$ cat config.mk
export PLATFORM = sky130hd
export DESIGN_NAME = ebm_mode_ctrl
export DESIGN_NICKNAME = d
export VERILOG_FILES = /design/src/logic/ebm_pkg.sv /design/src/logic/ebm_mode_ctrl.sv
export VERILOG_INCLUDE_DIRS = /design/src /design/src/logic
export SDC_FILE = /design/constraint.sdc
export NUM_CORES = 1
export LEC_CHECK = 0
export BUFFER_PORTS_ARGS = -buffer_cell sky130_fd_sc_hd__buf_2
export CORE_UTILIZATION = 32
export DETAILED_ROUTE_END_ITERATION = 8
export GPL_TIMING_DRIVEN = 1
export PLACE_DENSITY = 0.67
export SETUP_SLACK_MARGIN = 0.1
export SYNTH_ARGS = -nofsm -noshare
export SYNTH_HDL_FRONTEND = slang
export SYNTH_SLANG_ARGS = --single-unit
$ cat constraint.sdc
create_clock -name clk_i -period 2.5 [get_ports clk_i]
set_input_delay 0.5 -clock clk_i [delete_from_list [all_inputs] [get_ports clk_i]]
set_output_delay 0.5 -clock clk_i [all_outputs]
set_load 0.02 [all_outputs]
$ cat src/logic/ebm_params.svh
// Constants for the energy buffer mode control block.
// Assumes inclusion by bare name from logic/.
`ifndef EBM_PARAMS_SVH
`define EBM_PARAMS_SVH
// Register indices; byte address is four times the index
`define EBM_IDX_STATUS 7'h00
`define EBM_IDX_CMD    7'h08
`define EBM_IDX_OUTSET 7'h09
`define EBM_IDX_SETTING_THREE   7'h11
// Command fields
`define EBM_CMD_EOD   0
`define EBM_CMD_ECM   1
`define EBM_CMD_ACT   2
`define EBM_CMD_RSTPF 3
`define EBM_CMD_PROF_LO 4
`define EBM_CMD_PROF_HI 7
`define EBM_SETTING_THREE_AUTO 7
// Output setting fields: [3:0] setpoint code, [6:4] charge current code
`define EBM_VSET_HI 3
`define EBM_ICH_LO  4
`define EBM_ICH_HI  6
// Power-on values: 3.0 V setpoint, 8 mA charge current, profile 1
`define EBM_VSET_3V0  4'h6
`define EBM_ICH_8MA   3'h2
`define EBM_PROF_ONE  4'h1
`define EBM_SETTING_THREE_RST  8'h00
// Timing
`define EBM_CLK_MHZ   20
`define EBM_NL_TIME_US 100
`define EBM_NL_CYC    (`EBM_NL_TIME_US * `EBM_CLK_MHZ)
`endif

$ cat src/logic/ebm_pkg.sv
// Types for the energy buffer mode control block.
// Assumes a Wishbone classic master with 32-bit data.
package ebm_pkg;
  typedef enum logic [3:0] {
    EBM_STBY   = 4'b0001,
    EBM_CHARGE = 4'b0010,
    EBM_IDLE   = 4'b0100,
    EBM_ACTIVE = 4'b1000
  } ebm_state_e;

  typedef struct packed {
    logic        cyc;
    logic        stb;
    logic        we;
    logic [3:0]  sel;
    logic [31:0] adr;
    logic [31:0] dat;
  } ebm_wb_req_s;

  typedef struct packed {
    logic        ack;
    logic [31:0] dat;
  } ebm_wb_rsp_s;

  // Indications from the analog converters
  typedef struct packed {
    logic charge_done;
    logic cap_below;
    logic cap_depleted;
    logic out_in_reg;
    logic no_load;
  } ebm_ana_s;

  typedef struct packed {
    logic [3:0] vset;
    logic [2:0] ich;
    logic [5:0] prof;
    logic       opt_active;
  } ebm_cfg_s;
endpackage

$ cat src/logic/ebm_mode_ctrl.sv
// Operating-mode state machine of a battery energy buffer.
// Assumes a Wishbone classic master, asynchronous START, and
// analog indications synchronous to clk_i.
//
// Summary of operation
// - Command bit 0 starts on-demand: charge capacitor, then enable output.
// - On-demand charges the capacitor before the output stage is enabled.
// - On-demand raises ready when the output can deliver full power.
// - On-demand ends only when on-demand and force-active bits are clear.
// - Command bit 1 starts continuous: charge capacitor, then idle.
// - Continuous idles the charger once the charge target is reached.
// - Continuous recharges whenever capacitor voltage drops below target.
// - Force-active in continuous enables the output immediately.
// - Continuous recharges the capacitor after an active pulse.
// - Active and recharge may alternate repeatedly in continuous.
// - Continuous raises ready each time the capacitor reaches target.
// - Continuous ends only when continuous and force-active bits are clear.
// - With no mode selected the block rests in standby.
// - Command bit 3 clears the optimizer result of the current profile.
// - Setting-three bit 7 enables auto mode; default follows the variant.
// - On the variant without auto mode that bit stays zero.
// - In auto mode a START rising edge sets the on-demand request.
// - In auto mode charging completion enters active; ready follows regulation.
// - After a short START pulse, active ends after sustained no-load.
// - After a long START pulse, active ends when START falls.
// - START falling during charge makes the cycle a short-pulse one.
// - Auto variant powers up in auto mode, 3.0 V, 8 mA, profile 1.
// - Mode changes are accepted at any time without visiting standby.
// - Status bit 0 mirrors the ready output.
// - On-demand ready falls on on-demand clear or capacitor depletion.
//
// Local design decision: register access over Wishbone.
`timescale 1ns/1ps
`default_nettype none
`include "ebm_params.svh"

module ebm_mode_ctrl #(
  parameter bit AUTO_VARIANT = 1'b1
) (
  input  wire logic                 clk_i,
  input  wire logic                 rst_i,
  input  wire ebm_pkg::ebm_wb_req_s wb_req_i,
  output var  ebm_pkg::ebm_wb_rsp_s wb_rsp_o,
  input  wire logic                 start_i,
  input  wire ebm_pkg::ebm_ana_s    ana_i,
  output logic                      charge_en_o,
  output logic                      out_en_o,
  output logic                      rdy_o,
  output logic                      opt_clear_o,
  output var  ebm_pkg::ebm_cfg_s    cfg_o
);
  import ebm_pkg::*;

  // ==========================================================
  // Register bus decode
  function automatic logic hit(input logic [31:0] a,
                               input logic [6:0]  idx);
    hit = (a[31:2] == {23'h0, idx});
  endfunction

  logic        ack_r;
  logic [7:0]  rd_r;
  wire  logic  req    = wb_req_i.cyc & wb_req_i.stb & ~ack_r;
  wire  logic  wr_en  = req & wb_req_i.we & wb_req_i.sel[0];
  wire  logic  rd_en  = req & ~wb_req_i.we;
  wire  logic  hit_st = hit(wb_req_i.adr, `EBM_IDX_STATUS);
  wire  logic  hit_cm = hit(wb_req_i.adr, `EBM_IDX_CMD);
  wire  logic  hit_os = hit(wb_req_i.adr, `EBM_IDX_OUTSET);
  wire  logic  hit_s3 = hit(wb_req_i.adr, `EBM_IDX_SETTING_THREE);
  wire  logic  wr_cm  = wr_en & hit_cm;
  wire  logic  wr_os  = wr_en & hit_os;
  wire  logic  wr_s3  = wr_en & hit_s3;
  wire  logic [7:0] wd = wb_req_i.dat[7:0];

  // ==========================================================
  // Configuration registers
  logic       eod_r;
  logic       ecm_r;
  logic       act_r;
  logic [3:0] prof_r;
  logic [7:0] setting_three_r;
  logic [7:0] outset_r;
  logic       opt_clr_r;

  wire logic automode = setting_three_r[`EBM_SETTING_THREE_AUTO];
  wire logic [7:0] setting_three_rst = AUTO_VARIANT ?
    (`EBM_SETTING_THREE_RST | (8'h01 << `EBM_SETTING_THREE_AUTO)) : `EBM_SETTING_THREE_RST;
  // Auto bit cannot be written to one on the non-auto variant
  wire logic [7:0] setting_three_wd = AUTO_VARIANT ? wd :
    (wd & ~(8'h01 << `EBM_SETTING_THREE_AUTO));

  always_ff @(posedge clk_i) begin
    if (rst_i) begin
      setting_three_r   <= setting_three_rst;
      outset_r <= {1'b0, `EBM_ICH_8MA, `EBM_VSET_3V0};
      prof_r   <= `EBM_PROF_ONE;
    end else begin
      if (wr_s3) setting_three_r <= setting_three_wd;
      if (wr_os) outset_r <= wd;
      if (wr_cm) prof_r <= wd[`EBM_CMD_PROF_HI:`EBM_CMD_PROF_LO];
    end
  end

  always_ff @(posedge clk_i) begin
    if (rst_i) opt_clr_r <= 1'b0;
    else opt_clr_r <= wr_cm & wd[`EBM_CMD_RSTPF];
  end

  assign cfg_o.vset       = outset_r[`EBM_VSET_HI:0];
  assign cfg_o.ich        = outset_r[`EBM_ICH_HI:`EBM_ICH_LO];
  assign cfg_o.prof       = {2'b00, prof_r};
  assign cfg_o.opt_active = (prof_r != 4'h0);
  assign opt_clear_o      = opt_clr_r;

  // ==========================================================
  // START synchroniser and edge detection
  logic start_m_r;
  logic start_s_r;
  logic start_d_r;

  always_ff @(posedge clk_i) begin
    if (rst_i) begin
      start_m_r <= 1'b0;
      start_s_r <= 1'b0;
      start_d_r <= 1'b0;
    end else begin
      start_m_r <= start_i;
      start_s_r <= start_m_r;
      start_d_r <= start_s_r;
    end
  end

  wire logic start_rise = start_s_r & ~start_d_r;
  wire logic auto_set   = automode & start_rise;

  // ==========================================================
  // Mode state machine
  ebm_state_e st_r;
  ebm_state_e st_nxt;
  logic       auto_cyc_r;
  logic       long_r;
  logic [11:0] nl_cnt_r;
  logic       rdy_r;

  wire logic cont    = ecm_r;
  wire logic run_any = eod_r | ecm_r | act_r;
  wire logic in_act  = (st_r == EBM_ACTIVE);
  wire logic nl_done = (nl_cnt_r == 12'(`EBM_NL_CYC));
  // Auto cycle end: long pulse on START fall, short on no-load time
  wire logic auto_end = in_act & auto_cyc_r & ~cont &
    (long_r ? ~start_s_r : nl_done);

  // The START edge wins over a clear in the same cycle
  always_ff @(posedge clk_i) begin
    if (rst_i) begin
      eod_r <= 1'b0;
      ecm_r <= 1'b0;
      act_r <= 1'b0;
    end else begin
      if (auto_set) eod_r <= 1'b1;
      else if (wr_cm) eod_r <= wd[`EBM_CMD_EOD];
      else if (auto_end) eod_r <= 1'b0;
      if (wr_cm) begin
        ecm_r <= wd[`EBM_CMD_ECM];
        act_r <= wd[`EBM_CMD_ACT];
      end
    end
  end

  always_comb begin
    st_nxt = st_r;
    case (st_r)
      EBM_STBY: begin
        if (run_any) st_nxt = EBM_CHARGE;
      end
      EBM_CHARGE: begin
        if (!run_any) st_nxt = EBM_STBY;
        else if (cont && act_r) st_nxt = EBM_ACTIVE;
        else if (ana_i.charge_done)
          st_nxt = cont ? EBM_IDLE : EBM_ACTIVE;
      end
      EBM_IDLE: begin
        if (!run_any) st_nxt = EBM_STBY;
        else if (act_r || !cont) st_nxt = EBM_ACTIVE;
        else if (ana_i.cap_below) st_nxt = EBM_CHARGE;
      end
      EBM_ACTIVE: begin
        if (!run_any) st_nxt = EBM_STBY;
        else if (cont && !act_r) st_nxt = EBM_CHARGE;
      end
      default: st_nxt = EBM_STBY;
    endcase
  end

  always_ff @(posedge clk_i) begin
    if (rst_i) st_r <= EBM_STBY;
    else st_r <= st_nxt;
  end

  // A cycle counts as long only if START is still high on reaching active
  always_ff @(posedge clk_i) begin
    if (rst_i) begin
      auto_cyc_r <= 1'b0;
      long_r     <= 1'b0;
    end else begin
      if (auto_set && st_r == EBM_STBY) auto_cyc_r <= 1'b1;
      else if (st_nxt == EBM_STBY) auto_cyc_r <= 1'b0;
      if (st_r == EBM_CHARGE && st_nxt == EBM_ACTIVE)
        long_r <= start_s_r;
      else if (!in_act) long_r <= 1'b0;
    end
  end

  // No-load timer; any load resets it
  always_ff @(posedge clk_i) begin
    if (rst_i) nl_cnt_r <= 12'h000;
    else if (!in_act || !ana_i.no_load) nl_cnt_r <= 12'h000;
    else if (!nl_done) nl_cnt_r <= nl_cnt_r + 12'h001;
  end

  // ==========================================================
  // Ready output
  wire logic rdy_od = in_act & eod_r & ana_i.out_in_reg &
    ~ana_i.cap_depleted;
  wire logic rdy_cm = (st_r == EBM_IDLE) |
    (in_act & ana_i.out_in_reg);
  wire logic rdy_nxt = cont ? rdy_cm : rdy_od;

  always_ff @(posedge clk_i) begin
    if (rst_i) rdy_r <= 1'b0;
    else rdy_r <= rdy_nxt;
  end

  assign rdy_o       = rdy_r;
  assign charge_en_o = (st_r == EBM_CHARGE);
  assign out_en_o    = in_act;

  // ==========================================================
  // Bus answer; command register is write-only and reads zero
  wire logic [7:0] rd_mux =
    hit_st ? {7'h00, rdy_r} :
    hit_os ? outset_r :
    hit_s3 ? setting_three_r : 8'h00;

  always_ff @(posedge clk_i) begin
    if (rst_i) begin
      ack_r <= 1'b0;
      rd_r  <= 8'h00;
    end else begin
      ack_r <= req;
      if (rd_en) rd_r <= rd_mux;
    end
  end

  assign wb_rsp_o.ack = ack_r;
  assign wb_rsp_o.dat = {24'h000000, rd_r};
endmodule

`default_nettype wire

# --- After elaboration in Yosys (flattened, before gate mapping) ---
# Cells that the tools add are included.
word_totals:
  register_bits: 55
  input_bits: 79
  out_inout_bits: 51
  wordCells: 94
op_classes:
  add_sub_neg: 1
  n_eq_ne: 11
  mux: 23
  bitwise: 27
  n_reduce_logical: 15
ops:
  columns: ["cell", "count"]
  rows:
  - ["$eq A30 B4 Y1 const B", 2]
  - ["$mux W4", 10]
  - ["$eq A30 B5 Y1 const B", 1]
  - ["$logic_not A30 Y1", 1]
  - ["$mux W8", 3]
  - ["$and A1 B1 Y1", 18]
  - ["$pmux W4 S4", 1]
  - ["$add A12 B1 Y12 const B", 1]
  - ["$eq A12 B11 Y1 const B", 1]
  - ["$mux W1", 9]
  - ["$eq A4 B1 Y1 const B", 2]
  - ["$eq A4 B4 Y1 const B", 2]
  - ["$not A1 Y1", 6]
  - ["$eq A4 B2 Y1 const B", 1]
  - ["$eq A4 B3 Y1 const B", 1]
  - ["$logic_and A1 B1 Y1", 4]
  - ["$logic_not A1 Y1", 4]
  - ["$reduce_bool A4 Y1", 1]
  - ["$or A1 B1 Y1", 3]
  - ["$reduce_bool A3 Y1", 1]
  - ["$logic_or A1 B1 Y1", 2]
  - ["$ne A2 B1 Y1 const B", 1]
  - ["$reduce_bool A2 Y1", 1]
  - ["$reduce_or A2 Y1", 1]

# --- Logic depth before layout (Yosys ltp) ---
depth:
  ltp_word: 8
  depth_mapped: 7
  depth_no_buf: 7

# --- Least setup slack after synthesis ---
# Ideal clock, no wire load.
synth_path:
  path_type: "input -> register"
  start: "input wb_req_i[56] in the netlist's numbering"
  end: "register setting_three_r[7]"
  setup_time_ns: 0.120
  arrival_time_ns: 1.948
  t_required_ns: 2.380
  setup_slack_ns: 0.432
  path_stages: 5
  n_path_buf: 0
  path_cell_list: "nor4_1 -> nand4_1 -> nor4_4 -> nor2b_1 -> a211o_1"
synth_via:
  elab_chain_cells: 2
synth_lines:
  columns: ["item", "line", "text"]
  rows:
  - ["from (decl)", "ebm_mode_ctrl.sv:42", "input wire ebm_pkg::ebm_wb_req_s wb_req_i,"]
  - ["$eq A30 B5 Y1", "ebm_mode_ctrl.sv:58", "hit = (a[31:2] == {23'h0, idx});"]
  - ["$and A1 B1 Y1", "ebm_mode_ctrl.sv:72", "wire logic wr_s3 = wr_en & hit_s3;"]
  - ["to (signal assigned)", "ebm_mode_ctrl.sv:94", "setting_three_r <= setting_three_rst;"]
  - ["to (signal assigned)", "ebm_mode_ctrl.sv:98", "if (wr_s3) setting_three_r <= setting_three_wd;"]
  - ["to (decl)", "ebm_mode_ctrl.sv:81", "logic [7:0] setting_three_r;"]
# Every way passes these cells.
# A chain may end at the register's enable or synchronous reset.

# --- Worst setup path in the final report ---
layout_path:
  start: "register st_r[3]"
  end: "output charge_en_o"
layout_via:
  elab_chain_cells: 1
layout_lines:
  columns: ["item", "line", "text"]
  rows:
  - ["from (decl)", "ebm_mode_ctrl.sv:138", "ebm_state_e st_r;"]
  - ["from (signal assigned)", "ebm_mode_ctrl.sv:197", "else st_r <= st_nxt;"]
  - ["$eq A4 B2 Y1", "ebm_mode_ctrl.sv:235", "assign charge_en_o = (st_r == EBM_CHARGE);"]
  - ["to (decl)", "ebm_mode_ctrl.sv:46", "output logic charge_en_o,"]
# Every way passes these cells.

==> impl_metrics.csv <==
group,metric,value,unit
job,max_cap_violations,0,
placed_design,routabilityCongestion,0.767,
worst_setup_path,r2r_setup_slack,0.40,ns
yosys,yosys.area.top_type_share,39.8,%
yosys,seq_area_frac_synth,39.8,%
floorplan,core,8300,um^2
worst_setup_path,cp-start-kind,"flop",
worst_setup_path,required,2.00,ns
clock_network,cts_tree,"yes",
worst_setup_path,critPathMaxFanout,11,
outcome,status,"finished, final reports clean",
clock_network,post_cts_resized,0,
sta,slew_headroom,52.3,%
yosys,syn_inst,308,
routing,wl,5720,um
power,p_leak,1.32,nW
worst_setup_path,rr_worst_depth,7,
global_route,overflow,0,
placed_design,dpl-instance-area,3090,um^2
routing,drtAntennaViolNets,0,
yosys,synthArstFlopShare,0,%
clock_network,insertion_delay,0.30,ns
floorplan,chipWidth,95.0,um
finish,syn2layout_area_growth,14.9,%
routing,drcViolationCount,0,
worst_setup_path,worst_r2r_startpoint,"nl_cnt_r[0]",
finish,stdcell_area,3180,um^2
routing,drt_iter0_drc,67,
clock_network,cts.sinks,55,
global_route,grt_max_degree,42,
placed_design,dp.cells,472,
yosys,yosysTopAreaCell,"dfxtp_1",
yosys,yosys-top-cells-count,"dfxtp_1 (55), nor2_1 (39), buf_4 (35)",
placed_design,port_buffers,74,
finish,nNetsFinal,455,
yosys,netlist_top_cells_area,"dfxtp_1 (40%), buf_4 (9.5%), mux2i_1 (7.2%), nor2_1 (5.3%), xor2_1 (2.5%)",
sta,worst_pin_slew,0.716,ns
placed_design,dp_slack,0.190,ns
floorplan,start_util,33.4,%
yosys,netlist_area,2770,um^2
placed_design,dp_hpwl,4360,um
worst_hold_path,min_path_cells,2,
yosys,yosys_warnings,0,
yosys,synth-edff-count,0,
worst_setup_path,critPathArrivalTime,1.65,ns
floorplan,die_area,9030,um^2
sta,setup_violations,0,
sta,finalCriticalPeriod,2.15,ns
routing,dr.pass1.iters,4,
global_route,grtUsageTotal,13.1,%
floorplan,die_h,95.0,um
worst_setup_path,crit_start,"st_r[3]",
clock_network,hold_buffers,0,
yosys,ys_ff_latch,55,
power,power.total,1.50,mW
routing,wl_per_cell,11.9,um
routing,avgViaCountPerCell,4.83,
clock_network,clockBufferDepth,2,
clock_network,clk_pin_slew,0.09,ns
global_route,grt_antenna_before_repair,0,
power,vdd_drop_max,0.000347,V
clock_network,cts_max_level,2,
clock_network,post-cts-setup-buffer-count,0,
finish,fill_cells,852,
finish,layout-drive-gt1-share,26.2,%
sta,rsz0062_at_grt,"false",
worst_hold_path,hp-class,"in2reg",
global_route,grt_pass1_vias,2054,
yosys,synth_most_common_cell,"dfxtp_1",
finish,stdcell_count,479,
global_route,grt_pass1_wl,9340,um
yosys,synth_top_flop_cell,"dfxtp_1",
yosys,avgSynthCellArea,8.99,um^2
finish,num_antenna_cells,0,
worst_setup_path,end_kind,"primary output",
worst_setup_path,worstSetupEndpoint,"charge_en_o",
sta,finClkSkew,0.00550,ns
floorplan,std_cell_rows,33,
clock_network,cts-root-buf,"clkbuf_8",
sta,finalSetupTns,0,ns
sta,timing.fmax,464,MHz
routing,vias,2314,
clock_network,numCtsBuffers,5,
power,power_density,471,nW/um^2
sta,hold_viol,0,
floorplan,io_pins,130,
yosys,synthDistinctLibCells,56,
sta,setup_ws,0.345,ns
worst_setup_path,path_class,"reg2out",
worst_setup_path,r2r-end,"eod_r",
sta,period_share,86.2,%
sta,slew_viol_final,0,
per-layer routing:
metal / vias up / wire (um) / GRT usage [%]
met2: 84 / 2720 / 21.4
met1: 1071 / 2580 / 16.7
met3: 2 / 386 / 3.43
met5: - / 0 / 0
met4: 0 / 29 / 4.55
li1: 1157 / - / -
registers in the layout (all words and copies together) (netlist names), 4 cells and up:
signal	cells
rd_r	8
nl_cnt_r	12
prof_r	4
outset_r	8
setting_three_r	8
st_r	4
worst min path at each step:
stage,endpoint,slack [ns],startpoint
finish,start_m_r,0.42,start_i
global route,start_m_r,0.43,start_i
CTS,start_m_r,0.41,start_i
detailed placement,start_s_r,0.43,start_m_r
global placement,start_s_r,0.43,start_m_r
floorplan,start_s_r,0.41,start_m_r
placed cells by master (no fill, tap or decap), drive strengths merged, types with 3 or more instances in the layout:
master,netlist,final
conb,1,26
nor2,39,39
nor2b,6,6
nand3,5,5
nand2,13,13
a22oi,7,7
inv,9,9
mux2i,20,20
nand4,6,6
buf,39,81
nor4,8,8
xor2,8,8
or4b,3,3
or3b,3,3
nand2b,5,5
o21ai,11,11
dfxtp,55,55
clkbuf,8,6
nand3b,4,4
a21oi,9,9
nor3,11,11
or3,3,3
cells by family after synthesis:
| logic type | count (synthesis) | synth area share, % |
|---|---|---|
| other cells | 1 | 0.135 |
| simple gates | 122 | 25.7 |
| fa+ha+maj | 2 | 0.904 |
| mux | 20 | 7.23 |
| xor+xnor | 9 | 2.85 |
| compound gates | 43 | 10.5 |
| flops | 55 | 39.8 |
| buf+inv | 56 | 12.9 |
worst max-delay path, stage by stage, from the launching register on:
cell	delay [ns]
dfxtp_1	0.43
or2_1	0.29
or3b_1	0.41
inv_1	0.08
buf_2	0.15
where the power goes:
part           switching [mW]  internal, mW  total (mW)
registers             0.00503         0.880       0.885
clock network           0.268         0.218       0.486
logic                  0.0809        0.0442       0.125
total                   0.354          1.14        1.50
cell type report:
cell class	instances	area, um^2	share of cell area (%)
multi-input combinational	222	1400	44.1
sequential	55	1100	34.6
inverter	9	33.8	1.06
timing repair buffer	81	423	13.3
clock inverter	1	5.00	0.157
tap	105	131	4.13
clock buffer	6	82.6	2.60
metrics by stage:
stage	hold slack (ns)	util, %
floorplan	0.414	-
global placement	0.431	37.3
detailed placement	0.429	37.3
CTS	0.412	38.3
global route	0.429	38.3
finish	0.417	38.3
Power figures use the tool's default switching activity.
